### src/rtl/otgr_pkg.sv
// Function
// - set address writes ones into register bits
// - clear address writes ones clear register bits
// - both addresses read same register contents
// - reset clears bits except listed reset-one subset; SC_RST here clears every bit to zero
// - unassigned bit positions are undefined for software
// - gpio registers read zero in upper five bits
// - read-only maker identity at 00h/01h, low first
// - read-only part identity at 02h/03h, low first
// - part identity is a build-time constant
// - control bit 0 selects low or full speed
// - control bit 2 selects split or combined signalling
// - bit 4: se0 connects d+ pull-up, flags interrupt
// - bit 5 with low power drives int pin low while an interrupt is pending
// - control bit 6 selects usb or uart mode
// - bit 7 routes gpio 0/1 to second uart
// - bus address 01011, variant bit, select pin
// - source bit 6 shows session end when enabled; with control bit 4 set it shows the automatic connect state
`default_nettype none

package otgr_pkg;

    typedef logic [7:0] otgr_byte_t;

    localparam int GPIO_W = 3;
    localparam int BYTE_BITS = 8;

    localparam logic [4:0] DEV_ADDR_HI = 5'h0B;

    localparam otgr_byte_t A_MAKER_LO = 8'h00;
    localparam otgr_byte_t A_MAKER_HI = 8'h01;
    localparam otgr_byte_t A_PART_LO  = 8'h02;
    localparam otgr_byte_t A_PART_HI  = 8'h03;
    localparam otgr_byte_t A_INT_SRC  = 8'h08;
    localparam otgr_byte_t A_GPIO_IN  = 8'h18;

    // set/clear pairs: set at the even base, clear at base + 1
    localparam int NUM_SC   = 11;
    localparam int IX_CR1   = 0;
    localparam int IX_CR2   = 1;
    localparam int IX_LATCH = 2;
    localparam int IX_MF    = 3;
    localparam int IX_MT    = 4;
    localparam int IX_CR3   = 5;
    localparam int IX_GOE   = 6;
    localparam int IX_GOUT  = 7;
    localparam int IX_GINT  = 8;
    localparam int IX_GMF   = 9;
    localparam int IX_GMT   = 10;

    localparam otgr_byte_t SC_BASE [NUM_SC] = '{8'h04, 8'h06, 8'h0A, 8'h0C, 8'h0E, 8'h12,
                                                8'h14, 8'h16, 8'h1A, 8'h1C, 8'h1E};
    localparam otgr_byte_t SC_KEEP [NUM_SC] = '{8'hFF, 8'hFF, 8'hFF, 8'hFF, 8'hFF, 8'hFF,
                                                8'h07, 8'h07, 8'h07, 8'h07, 8'h07};
    localparam otgr_byte_t SC_RST  [NUM_SC] = '{8'h00, 8'h00, 8'h00, 8'h00, 8'h00, 8'h00,
                                                8'h00, 8'h00, 8'h00, 8'h00, 8'h00};

    localparam int CR1_SPEED   = 0;
    localparam int CR1_SUSPEND = 1;
    localparam int CR1_DATSE0  = 2;
    localparam int CR1_BDIS    = 4;
    localparam int CR1_OEINT   = 5;
    localparam int CR1_UART    = 6;
    localparam int CR1_UARTIO  = 7;
    localparam int CR2_DP_PU   = 0;
    localparam int CR3_SESSEN  = 4;
    localparam int SRC_BDIS    = 6;
    localparam int GPIO_RX     = 0;
    localparam int GPIO_TX     = 1;

    typedef enum logic [8:0] {
        ST_IDLE      = 9'h001,
        ST_ADDR      = 9'h002,
        ST_ADDR_ACK  = 9'h004,
        ST_REG       = 9'h008,
        ST_REG_ACK   = 9'h010,
        ST_WDATA     = 9'h020,
        ST_WDATA_ACK = 9'h040,
        ST_RDATA     = 9'h080,
        ST_RDATA_ACK = 9'h100
    } otgr_state_t;

endpackage

`default_nettype wire

### src/rtl/otgr_sc_if.sv
`timescale 1ns/100ps
`default_nettype none

interface otgr_sc_if;
    logic [7:0] wdata;
    logic       set_we;
    logic       clr_we;
    logic [7:0] hw_set;
    logic [7:0] q;

    modport ctl   (output wdata, output set_we, output clr_we, output hw_set, input q);
    modport store (input wdata, input set_we, input clr_we, input hw_set, output q);
endinterface

`default_nettype wire

### src/rtl/otgr_regbank.sv
`timescale 1ns/100ps
`default_nettype none

module otgr_regbank #(
    parameter logic [15:0] MAKER_IDENTITY = 16'h1357, // arbitrary value
    parameter logic [15:0] PART_IDENTITY  = 16'h2468, // arbitrary value
    parameter logic        PART_VARIANT   = 1'b0
) (
    input  wire logic                        i_core_clk,
    input  wire logic                        i_rst,
    input  wire logic                        i_scl,
    input  wire logic                        i_sda,
    output logic                             o_sda_out,
    output logic                             o_sda_oe_n,
    input  wire logic                        i_address_select_pin,
    input  wire otgr_pkg::otgr_byte_t        i_line_status,
    input  wire logic                        i_line_se0,
    input  wire logic [otgr_pkg::GPIO_W-1:0] i_gpio,
    output logic      [otgr_pkg::GPIO_W-1:0] o_gpio_out,
    output logic      [otgr_pkg::GPIO_W-1:0] o_gpio_oe_n,
    input  wire logic                        i_uart2_txd,
    output logic                             o_uart2_rxd,
    input  wire logic                        i_oe_int_pin,
    output logic                             o_oe_int_out,
    output logic                             o_oe_int_oe_n,
    output logic                             o_sie_oe_n,
    output logic                             o_int_out,
    output logic                             o_int_oe_n,
    output logic                             o_full_speed,
    output logic                             o_low_power,
    output logic                             o_combined_signalling_select,
    output logic                             o_uart_mode,
    output logic                             o_uart2_route,
    output otgr_pkg::otgr_byte_t             o_termination_ctrl,
    output otgr_pkg::otgr_byte_t             o_power_misc_ctrl
);
    import otgr_pkg::*;

    logic        scl_q_r;
    logic        sda_q_r;
    logic        scl_rise;
    logic        scl_fall;
    logic        bus_start;
    logic        bus_stop;
    logic [6:0]  dev_addr;

    otgr_state_t state_r;
    logic [3:0]  cnt_r;
    otgr_byte_t  shift_r;
    otgr_byte_t  ptr_r;
    logic        rw_r;
    logic        nack_r;
    logic        wr_stb_r;
    otgr_byte_t  wr_addr_r;
    otgr_byte_t  wr_data_r;

    otgr_byte_t  sc_q      [NUM_SC];
    otgr_byte_t  hw_set_v  [NUM_SC];
    otgr_byte_t  cr1;
    otgr_byte_t  cr3;
    otgr_byte_t  src_now;
    otgr_byte_t  src_q_r;
    otgr_byte_t  src_edges;
    logic [GPIO_W-1:0] gpio_q_r;
    logic [GPIO_W-1:0] gpio_edges;
    logic        primed_r;
    logic        acon_r;
    logic        acon_evt;
    logic        pending;
    logic        pending_r;
    logic        oe_int_drive_r;

    // bus lines are taken as synchronous; one stage of history finds edges
    always_ff @(posedge i_core_clk) begin
        if (i_rst) begin
            scl_q_r <= 1'b1;
            sda_q_r <= 1'b1;
        end else begin
            scl_q_r <= i_scl;
            sda_q_r <= i_sda;
        end
    end

    assign scl_rise  = i_scl & ~scl_q_r;
    assign scl_fall  = ~i_scl & scl_q_r;
    assign bus_start = i_scl & scl_q_r & sda_q_r & ~i_sda;
    assign bus_stop  = i_scl & scl_q_r & ~sda_q_r & i_sda;
    assign dev_addr  = {DEV_ADDR_HI, PART_VARIANT, i_address_select_pin};

    assign cr1 = sc_q[IX_CR1];
    assign cr3 = sc_q[IX_CR3];

    // bit 6 shows the comparator only while automation is off
    always_comb begin
        src_now = i_line_status;
        if (!(cr3[CR3_SESSEN] && !cr1[CR1_BDIS])) begin
            src_now[SRC_BDIS] = acon_r;
        end
    end

    function automatic otgr_byte_t rd_byte(input otgr_byte_t a);
        otgr_byte_t v;
        v = 8'h00;
        case (a)
            A_MAKER_LO: v = MAKER_IDENTITY[7:0];
            A_MAKER_HI: v = MAKER_IDENTITY[15:8];
            A_PART_LO:  v = PART_IDENTITY[7:0];
            A_PART_HI:  v = PART_IDENTITY[15:8];
            A_INT_SRC:  v = src_now;
            A_GPIO_IN:  v = {{(BYTE_BITS-GPIO_W){1'b0}}, i_gpio};
            default:    v = 8'h00;
        endcase
        for (int k = 0; k < NUM_SC; k++) begin
            if (a[7:1] == SC_BASE[k][7:1]) begin
                v = sc_q[k];
            end
        end
        return v;
    endfunction

    // serial engine: data sampled on scl rise, sda changed after scl fall
    always_ff @(posedge i_core_clk) begin
        if (i_rst) begin
            state_r   <= ST_IDLE;
            cnt_r     <= 4'h0;
            shift_r   <= 8'h00;
            ptr_r     <= 8'h00;
            rw_r      <= 1'b0;
            nack_r    <= 1'b0;
            wr_stb_r  <= 1'b0;
            wr_addr_r <= 8'h00;
            wr_data_r <= 8'h00;
        end else begin
            wr_stb_r <= 1'b0;
            if (bus_start) begin
                state_r <= ST_ADDR;
                cnt_r   <= 4'h0;
            end else if (bus_stop) begin
                state_r <= ST_IDLE;
            end else begin
                case (state_r)
                    ST_IDLE: begin
                        cnt_r <= 4'h0;
                    end
                    ST_ADDR, ST_REG, ST_WDATA: begin
                        if (scl_rise) begin
                            shift_r <= {shift_r[6:0], i_sda};
                            cnt_r   <= cnt_r + 4'h1;
                        end else if (scl_fall && cnt_r == 4'h8) begin
                            cnt_r <= 4'h0;
                            if (state_r == ST_ADDR) begin
                                if (shift_r[7:1] == dev_addr) begin
                                    state_r <= ST_ADDR_ACK;
                                    rw_r    <= shift_r[0];
                                end else begin
                                    state_r <= ST_IDLE;
                                end
                            end else if (state_r == ST_REG) begin
                                state_r <= ST_REG_ACK;
                                ptr_r   <= shift_r;
                            end else begin
                                state_r   <= ST_WDATA_ACK;
                                wr_stb_r  <= 1'b1;
                                wr_addr_r <= ptr_r;
                                wr_data_r <= shift_r;
                            end
                        end
                    end
                    ST_ADDR_ACK: begin
                        if (scl_fall) begin
                            cnt_r <= 4'h0;
                            if (rw_r) begin
                                state_r <= ST_RDATA;
                                shift_r <= rd_byte(ptr_r);
                            end else begin
                                state_r <= ST_REG;
                            end
                        end
                    end
                    ST_REG_ACK: begin
                        if (scl_fall) begin
                            state_r <= ST_WDATA;
                        end
                    end
                    ST_WDATA_ACK: begin
                        if (scl_fall) begin
                            state_r <= ST_WDATA;
                            ptr_r   <= ptr_r + 8'h01;
                        end
                    end
                    ST_RDATA: begin
                        if (scl_rise) begin
                            cnt_r <= cnt_r + 4'h1;
                        end else if (scl_fall) begin
                            if (cnt_r == 4'h8) begin
                                state_r <= ST_RDATA_ACK;
                            end else begin
                                shift_r <= {shift_r[6:0], 1'b0};
                            end
                        end
                    end
                    ST_RDATA_ACK: begin
                        if (scl_rise) begin
                            nack_r <= i_sda;
                        end else if (scl_fall) begin
                            cnt_r <= 4'h0;
                            if (nack_r) begin
                                state_r <= ST_IDLE;
                            end else begin
                                state_r <= ST_RDATA;
                                ptr_r   <= ptr_r + 8'h01;
                                shift_r <= rd_byte(ptr_r + 8'h01);
                            end
                        end
                    end
                    default: begin
                        state_r <= ST_IDLE;
                    end
                endcase
            end
        end
    end

    assign o_sda_out  = 1'b0;
    assign o_sda_oe_n = ~((state_r == ST_ADDR_ACK) || (state_r == ST_REG_ACK) || (state_r == ST_WDATA_ACK)
                          || ((state_r == ST_RDATA) && !shift_r[7]));

    // automatic connect: held until automation is switched off
    always_ff @(posedge i_core_clk) begin
        if (i_rst || !cr1[CR1_BDIS]) begin
            acon_r <= 1'b0;
        end else if (i_line_se0) begin
            acon_r <= 1'b1;
        end
    end

    assign acon_evt = cr1[CR1_BDIS] & i_line_se0 & ~acon_r;

    // history for edge-triggered latches; first cycle after reset sees no edge
    always_ff @(posedge i_core_clk) begin
        if (i_rst) begin
            primed_r <= 1'b0;
            src_q_r  <= 8'h00;
            gpio_q_r <= '0;
        end else begin
            primed_r <= 1'b1;
            src_q_r  <= src_now;
            gpio_q_r <= i_gpio;
        end
    end

    assign src_edges  = primed_r ? ((src_now & ~src_q_r & sc_q[IX_MT]) | (~src_now & src_q_r & sc_q[IX_MF]))
                                 : 8'h00;
    assign gpio_edges = primed_r ? ((i_gpio & ~gpio_q_r & sc_q[IX_GMT][GPIO_W-1:0])
                                   | (~i_gpio & gpio_q_r & sc_q[IX_GMF][GPIO_W-1:0]))
                                 : '0;

    always_comb begin
        for (int k = 0; k < NUM_SC; k++) begin
            hw_set_v[k] = 8'h00;
        end
        hw_set_v[IX_LATCH] = src_edges | (acon_evt ? 8'h40 : 8'h00);
        hw_set_v[IX_GINT]  = {{(BYTE_BITS-GPIO_W){1'b0}}, gpio_edges};
    end

    // only pair addresses reach storage; anything else falls through
    for (genvar g = 0; g < NUM_SC; g++) begin : g_sc
        otgr_sc_if sc_if ();

        assign sc_if.wdata  = wr_data_r;
        assign sc_if.set_we = wr_stb_r && (wr_addr_r[7:1] == SC_BASE[g][7:1]) && !wr_addr_r[0];
        assign sc_if.clr_we = wr_stb_r && (wr_addr_r[7:1] == SC_BASE[g][7:1]) && wr_addr_r[0];
        assign sc_if.hw_set = hw_set_v[g];
        assign sc_q[g]      = sc_if.q;

        otgr_setclr_reg #(
            .RST_VAL (SC_RST[g]),
            .KEEP    (SC_KEEP[g])
        ) u_reg (
            .i_core_clk (i_core_clk),
            .i_rst      (i_rst),
            .bus        (sc_if.store)
        );
    end

    assign pending = (|sc_q[IX_LATCH]) | (|sc_q[IX_GINT]);

    always_ff @(posedge i_core_clk) begin
        if (i_rst) begin
            pending_r      <= 1'b0;
            oe_int_drive_r <= 1'b0;
        end else begin
            pending_r      <= pending;
            oe_int_drive_r <= cr1[CR1_OEINT] & cr1[CR1_SUSPEND] & pending;
        end
    end

    assign o_int_out     = 1'b0;
    assign o_int_oe_n    = ~pending_r;
    assign o_oe_int_out  = 1'b0;
    assign o_oe_int_oe_n = ~oe_int_drive_r;
    // pin level passes to the serial engine side only while not driven
    assign o_sie_oe_n    = oe_int_drive_r ? 1'b1 : i_oe_int_pin;

    // open-drain gpio: only a low is ever driven
    for (genvar b = 0; b < GPIO_W; b++) begin : g_gpio
        logic drive_r;
        always_ff @(posedge i_core_clk) begin
            if (i_rst) begin
                drive_r <= 1'b0;
            end else if (cr1[CR1_UARTIO] && b == GPIO_TX) begin
                drive_r <= ~i_uart2_txd;
            end else if (cr1[CR1_UARTIO] && b == GPIO_RX) begin
                drive_r <= 1'b0;
            end else begin
                drive_r <= sc_q[IX_GOE][b] & ~sc_q[IX_GOUT][b];
            end
        end
        assign o_gpio_out[b]  = 1'b0;
        assign o_gpio_oe_n[b] = ~drive_r;
    end

    assign o_uart2_rxd                  = cr1[CR1_UARTIO] ? i_gpio[GPIO_RX] : 1'b1;
    assign o_uart2_route                = cr1[CR1_UARTIO];
    assign o_full_speed                 = cr1[CR1_SPEED];
    assign o_low_power                  = cr1[CR1_SUSPEND];
    assign o_combined_signalling_select = cr1[CR1_DATSE0];
    assign o_uart_mode                  = cr1[CR1_UART];
    // all bits of cr2 and cr3, unassigned ones too, are stored and driven out
    assign o_termination_ctrl = sc_q[IX_CR2] | {7'h00, acon_r};
    assign o_power_misc_ctrl  = cr3;

endmodule // otgr_regbank

`default_nettype wire

### src/rtl/otgr_setclr_reg.sv
`timescale 1ns/100ps
`default_nettype none

module otgr_setclr_reg #(
    parameter logic [7:0] RST_VAL = 8'h00,
    parameter logic [7:0] KEEP    = 8'hFF
) (
    input  wire logic i_core_clk,
    input  wire logic i_rst,
    otgr_sc_if.store  bus
);
    logic [7:0] q_r;
    logic [7:0] q_nxt;

    // hardware set is applied after the clear so an event is never lost
    always_comb begin
        q_nxt = q_r;
        if (bus.clr_we) begin
            q_nxt = q_nxt & ~bus.wdata;
        end
        if (bus.set_we) begin
            q_nxt = q_nxt | bus.wdata;
        end
        q_nxt = (q_nxt | bus.hw_set) & KEEP;
    end

    always_ff @(posedge i_core_clk) begin
        if (i_rst) begin
            q_r <= RST_VAL;
        end else begin
            q_r <= q_nxt;
        end
    end

    assign bus.q = q_r;

endmodule // otgr_setclr_reg

`default_nettype wire

### config.mk
export PLATFORM = sky130hd
export DESIGN_NAME = otgr_regbank
export DESIGN_NICKNAME = d
export VERILOG_FILES = /design/src/rtl/otgr_pkg.sv /design/src/rtl/otgr_sc_if.sv /design/src/rtl/otgr_regbank.sv /design/src/rtl/otgr_setclr_reg.sv
export SDC_FILE = /design/constraint.sdc
export NUM_CORES = 1
export LEC_CHECK = 0
export BUFFER_PORTS_ARGS = -buffer_cell sky130_fd_sc_hd__buf_2
export CAP_MARGIN = 20
export CORE_UTILIZATION = 34
export DETAILED_ROUTE_END_ITERATION = 8
export PLACE_DENSITY = 0.54
export SYNTH_ARGS = -nofsm -noshare
export SYNTH_HDL_FRONTEND = slang
export SYNTH_SLANG_ARGS = --single-unit
### constraint.sdc
create_clock -name i_core_clk -period 2.8 [get_ports i_core_clk]
set_input_delay 0.56 -clock i_core_clk [delete_from_list [all_inputs] [get_ports i_core_clk]]
set_output_delay 0.56 -clock i_core_clk [all_outputs]
set_load 0.005 [all_outputs]
==> results by group <==
Placed design
  • Post-placement cell count: 1516
  • Dpl cell area: approximately 9400 µm²
  • Port Buf Inserts: 47
  • Final HPWL DP: approximately 26000 µm
  • Final GP Congestion: around 1.1

Synthesis
  • Ys async rst share: 0
  • Warnings, synthesis: 0
  • Mapped Cells: between 1000 and 1500
  • Most used DFF post-synth: dfxtp_1
  • Most area-hungry cell type in the Yosys netlist: dfxtp_1
  • Cell Area, Synth: between 8000 and 9000 µm²
  • Synthesis-stage register bit count: between 100 and 150
  • Synth top cells by count: nor2_1, a21oi_1, nand2_1
  • EDFF count, synth: 0
  • Ranking of synthesized cells by area: dfxtp_1, a21oi_1, nor2_1
  • Register area share after synthesis: 0.312
  • Top-count cell post-synth: nor2_1
  • Top-area cell type share of the netlist area: 0.312
  • Avg Synthesized Cell Area: between 7 and 8 µm²
  • Distinct cells, synth: 94

Timing
  • RSZ-0062 raised after global routing: false
  • Least-Margin Pin Slew: ~900 ps
  • Total negative setup slack: 0 ps
  • Final hold violations: 0
  • Slew Viols, Final: 0
  • Count of final setup violators: 0
  • Final period utilization: 0.987
  • Max-Slew Margin vs Limit: 0.402
  • Fmax: 362 MHz
  • Tmin final: roughly 2800 ps
  • Clock skew: roughly 12 ps

CTS
  • # hold bufs at CTS: 0
  • Clock transition at path regs: approximately 60 ps
  • Max clock buf depth: 2
  • Root Driver: clkbuf_16
  • Clk_lat worst skew: between 400 and 500 ps
  • Setup Buffers After CTS: 0
  • Clock net sink count: approximately 130
  • CTS buffer count: 17
  • CTS tree: built
  • CTS H-Tree Depth: 4

Setup path
  • CP Launch Type: flop
  • Worst EP arrival: 3110 ps
  • CP max FO: 12
  • Setup crit end kind: flop
  • Critical Path RT: approximately 3200 ps
  • CP max stage cell: dfxtp_1
  • Largest stage delay, worst path: 420 ps
  • Crit Path Category: flop to flop
  • Crit path cell chain: buf_4 -> buf_4 -> nor2_1 -> nand3_1 -> a21oi_1 -> buf_4 -> a21oi_1 -> o221ai_1 -> o2111ai_1 -> a21oi_1

Die
  • Die height: between 150 and 200 µm
  • Initial Utilization: 0.346
  • IO Count: 54
  • Die area: about 25000 µm²
  • # rows: 57
  • Core area: approximately 24000 µm²
  • Chip Width: roughly 160 µm

Power
  • Power Dens Cells: about 440 nW/µm²
  • Pleak: roughly 0.0036 µW
  • Worst vdd ir: ~0.32 mV
  • Design Power: 4420 µW

Final layout
  • Fraction of layout cells with a size suffix above 1: 0.180
  • Area growth, synth to finish: 19.1%
  • Fin util: 0.412
  • Post-layout nets: ~1200
  • Post-Layout Cell Count: between 1500 and 2000
  • Design area: roughly 10000 µm²
  • Antenna diode count: 0

Routing
  • Routed Antenna Nets: 0
  • Initial DRT Pass Iterations: 7
  • WL per Instance: approximately 23 µm
  • Starting DRC count in detailed routing: 1072
  • Routed WL: 35200 µm
  • Routed vias/inst: between 6 and 7
  • Vias: roughly 9300
  • Drt drc: 0

Global routing
  • Initial antenna violation count: 0
  • Total gr overflow: 0
  • Pin count of the biggest net entering global routing: about 110
  • Tot GR Track Use: 0.276
  • First-pass GRT wire length: approximately 53000 µm
  • Vias in the first global route: ~8400

Run
  • Number of max-cap violations: 0

Run status
  • Status: finished clean

Worst hold path
  • Tightest Hold Check Type: input port to flop
## layout by cell type, fill, tap and decap left out, types with 6 or more instances in the layout
cell,n
or3_1,16
clkbuf_16,17
mux2i_1,15
a21o_1,6
buf_4,89
nand3_1,36
nand3b_1,19
buf_2,46
o221ai_1,7
nor2b_1,19
a31oi_1,28
ha_1,7
o22ai_1,8
a211oi_1,6
buf_12,6
a221oi_1,9
nor3_1,20
xnor2_1,8
nand4_1,7
and3_1,13
inv_1,22
o211ai_1,6
nor2_1,141
a311oi_1,30
nand2b_1,9
mux2_2,6
o21ai_0,63
conb_1,6
or2_2,9
a21oi_1,139
dfxtp_1,129
nand2_1,135
nor4_1,11
## kinds of logic after synthesis
kind of cell,share of synthesized area
AND/OR/NAND/NOR,0.288
multiplexers,0.0259
other,0.000446
AO/OA/AOI/OAI,0.283
adder cells (fa/ha/maj),0.0104
XOR/XNOR,0.0135
buffers and inverters,0.0675
flip-flops,0.312
## routing by layer
metal  share of wire  wire (µm)  up-vias  track usage
li1                -          -     4329            -
met1            0.45      15800     4483        0.385
met2            0.44      15500      419        0.420
met3           0.072       2540       89       0.0443
met4           0.039       1370        0        0.120
met5               0          0        -            0
## worst paths after layout
kind | startpoint | endpoint | slack, ps | cells past startpoint
max | ptr_r[4] | shift_r[6] | 40 | 10
min reg2reg | wr_addr_r[6] | wr_addr_r[6] | 450 | 2
max reg2reg | ptr_r[4] | shift_r[6] | 40 | 10
min | i_line_se0 | acon_r | 380 | 2
## critical path: cells and delay by family (launching register included)
family	cells	cell delay, ps
buffers and inverters	3	590
and+or+nand+nor	2	510
AOI/OAI and AO/OA	5	1170
DFF	1	420
## repair_timing
item | CTS | global route
setup endpoints to repair | 0 | 6
gates resized for setup | 0 | 11
endpoints found under the hold margin | 0 | 0
## metrics by stage
stage / setup slack [ps] / hold slack (ps)
floorplan: 32.1 / 432
global placement: 54.4 / 443
detailed placement: 54.1 / 448
CTS: 25.0 / 368
global route: 1.16 / 404
finish: 37.5 / 377
## where the power goes
part	internal (µW)	switching, µW
logic	80.0	145
registers	1880	13.1
clock network	1320	974
## cell type report
class,instances,area [µm²]
Clock inverter,14,155
Tap cell,324,405
Sequential cell,131,2630
Clock buffer,18,429
Fill cell,2548,14300
Timing Repair Buffer,141,1020
Inverter,23,90.1
Multi-Input combinational cell,897,5300
Note: power is estimated with default switching activity, not from simulation.
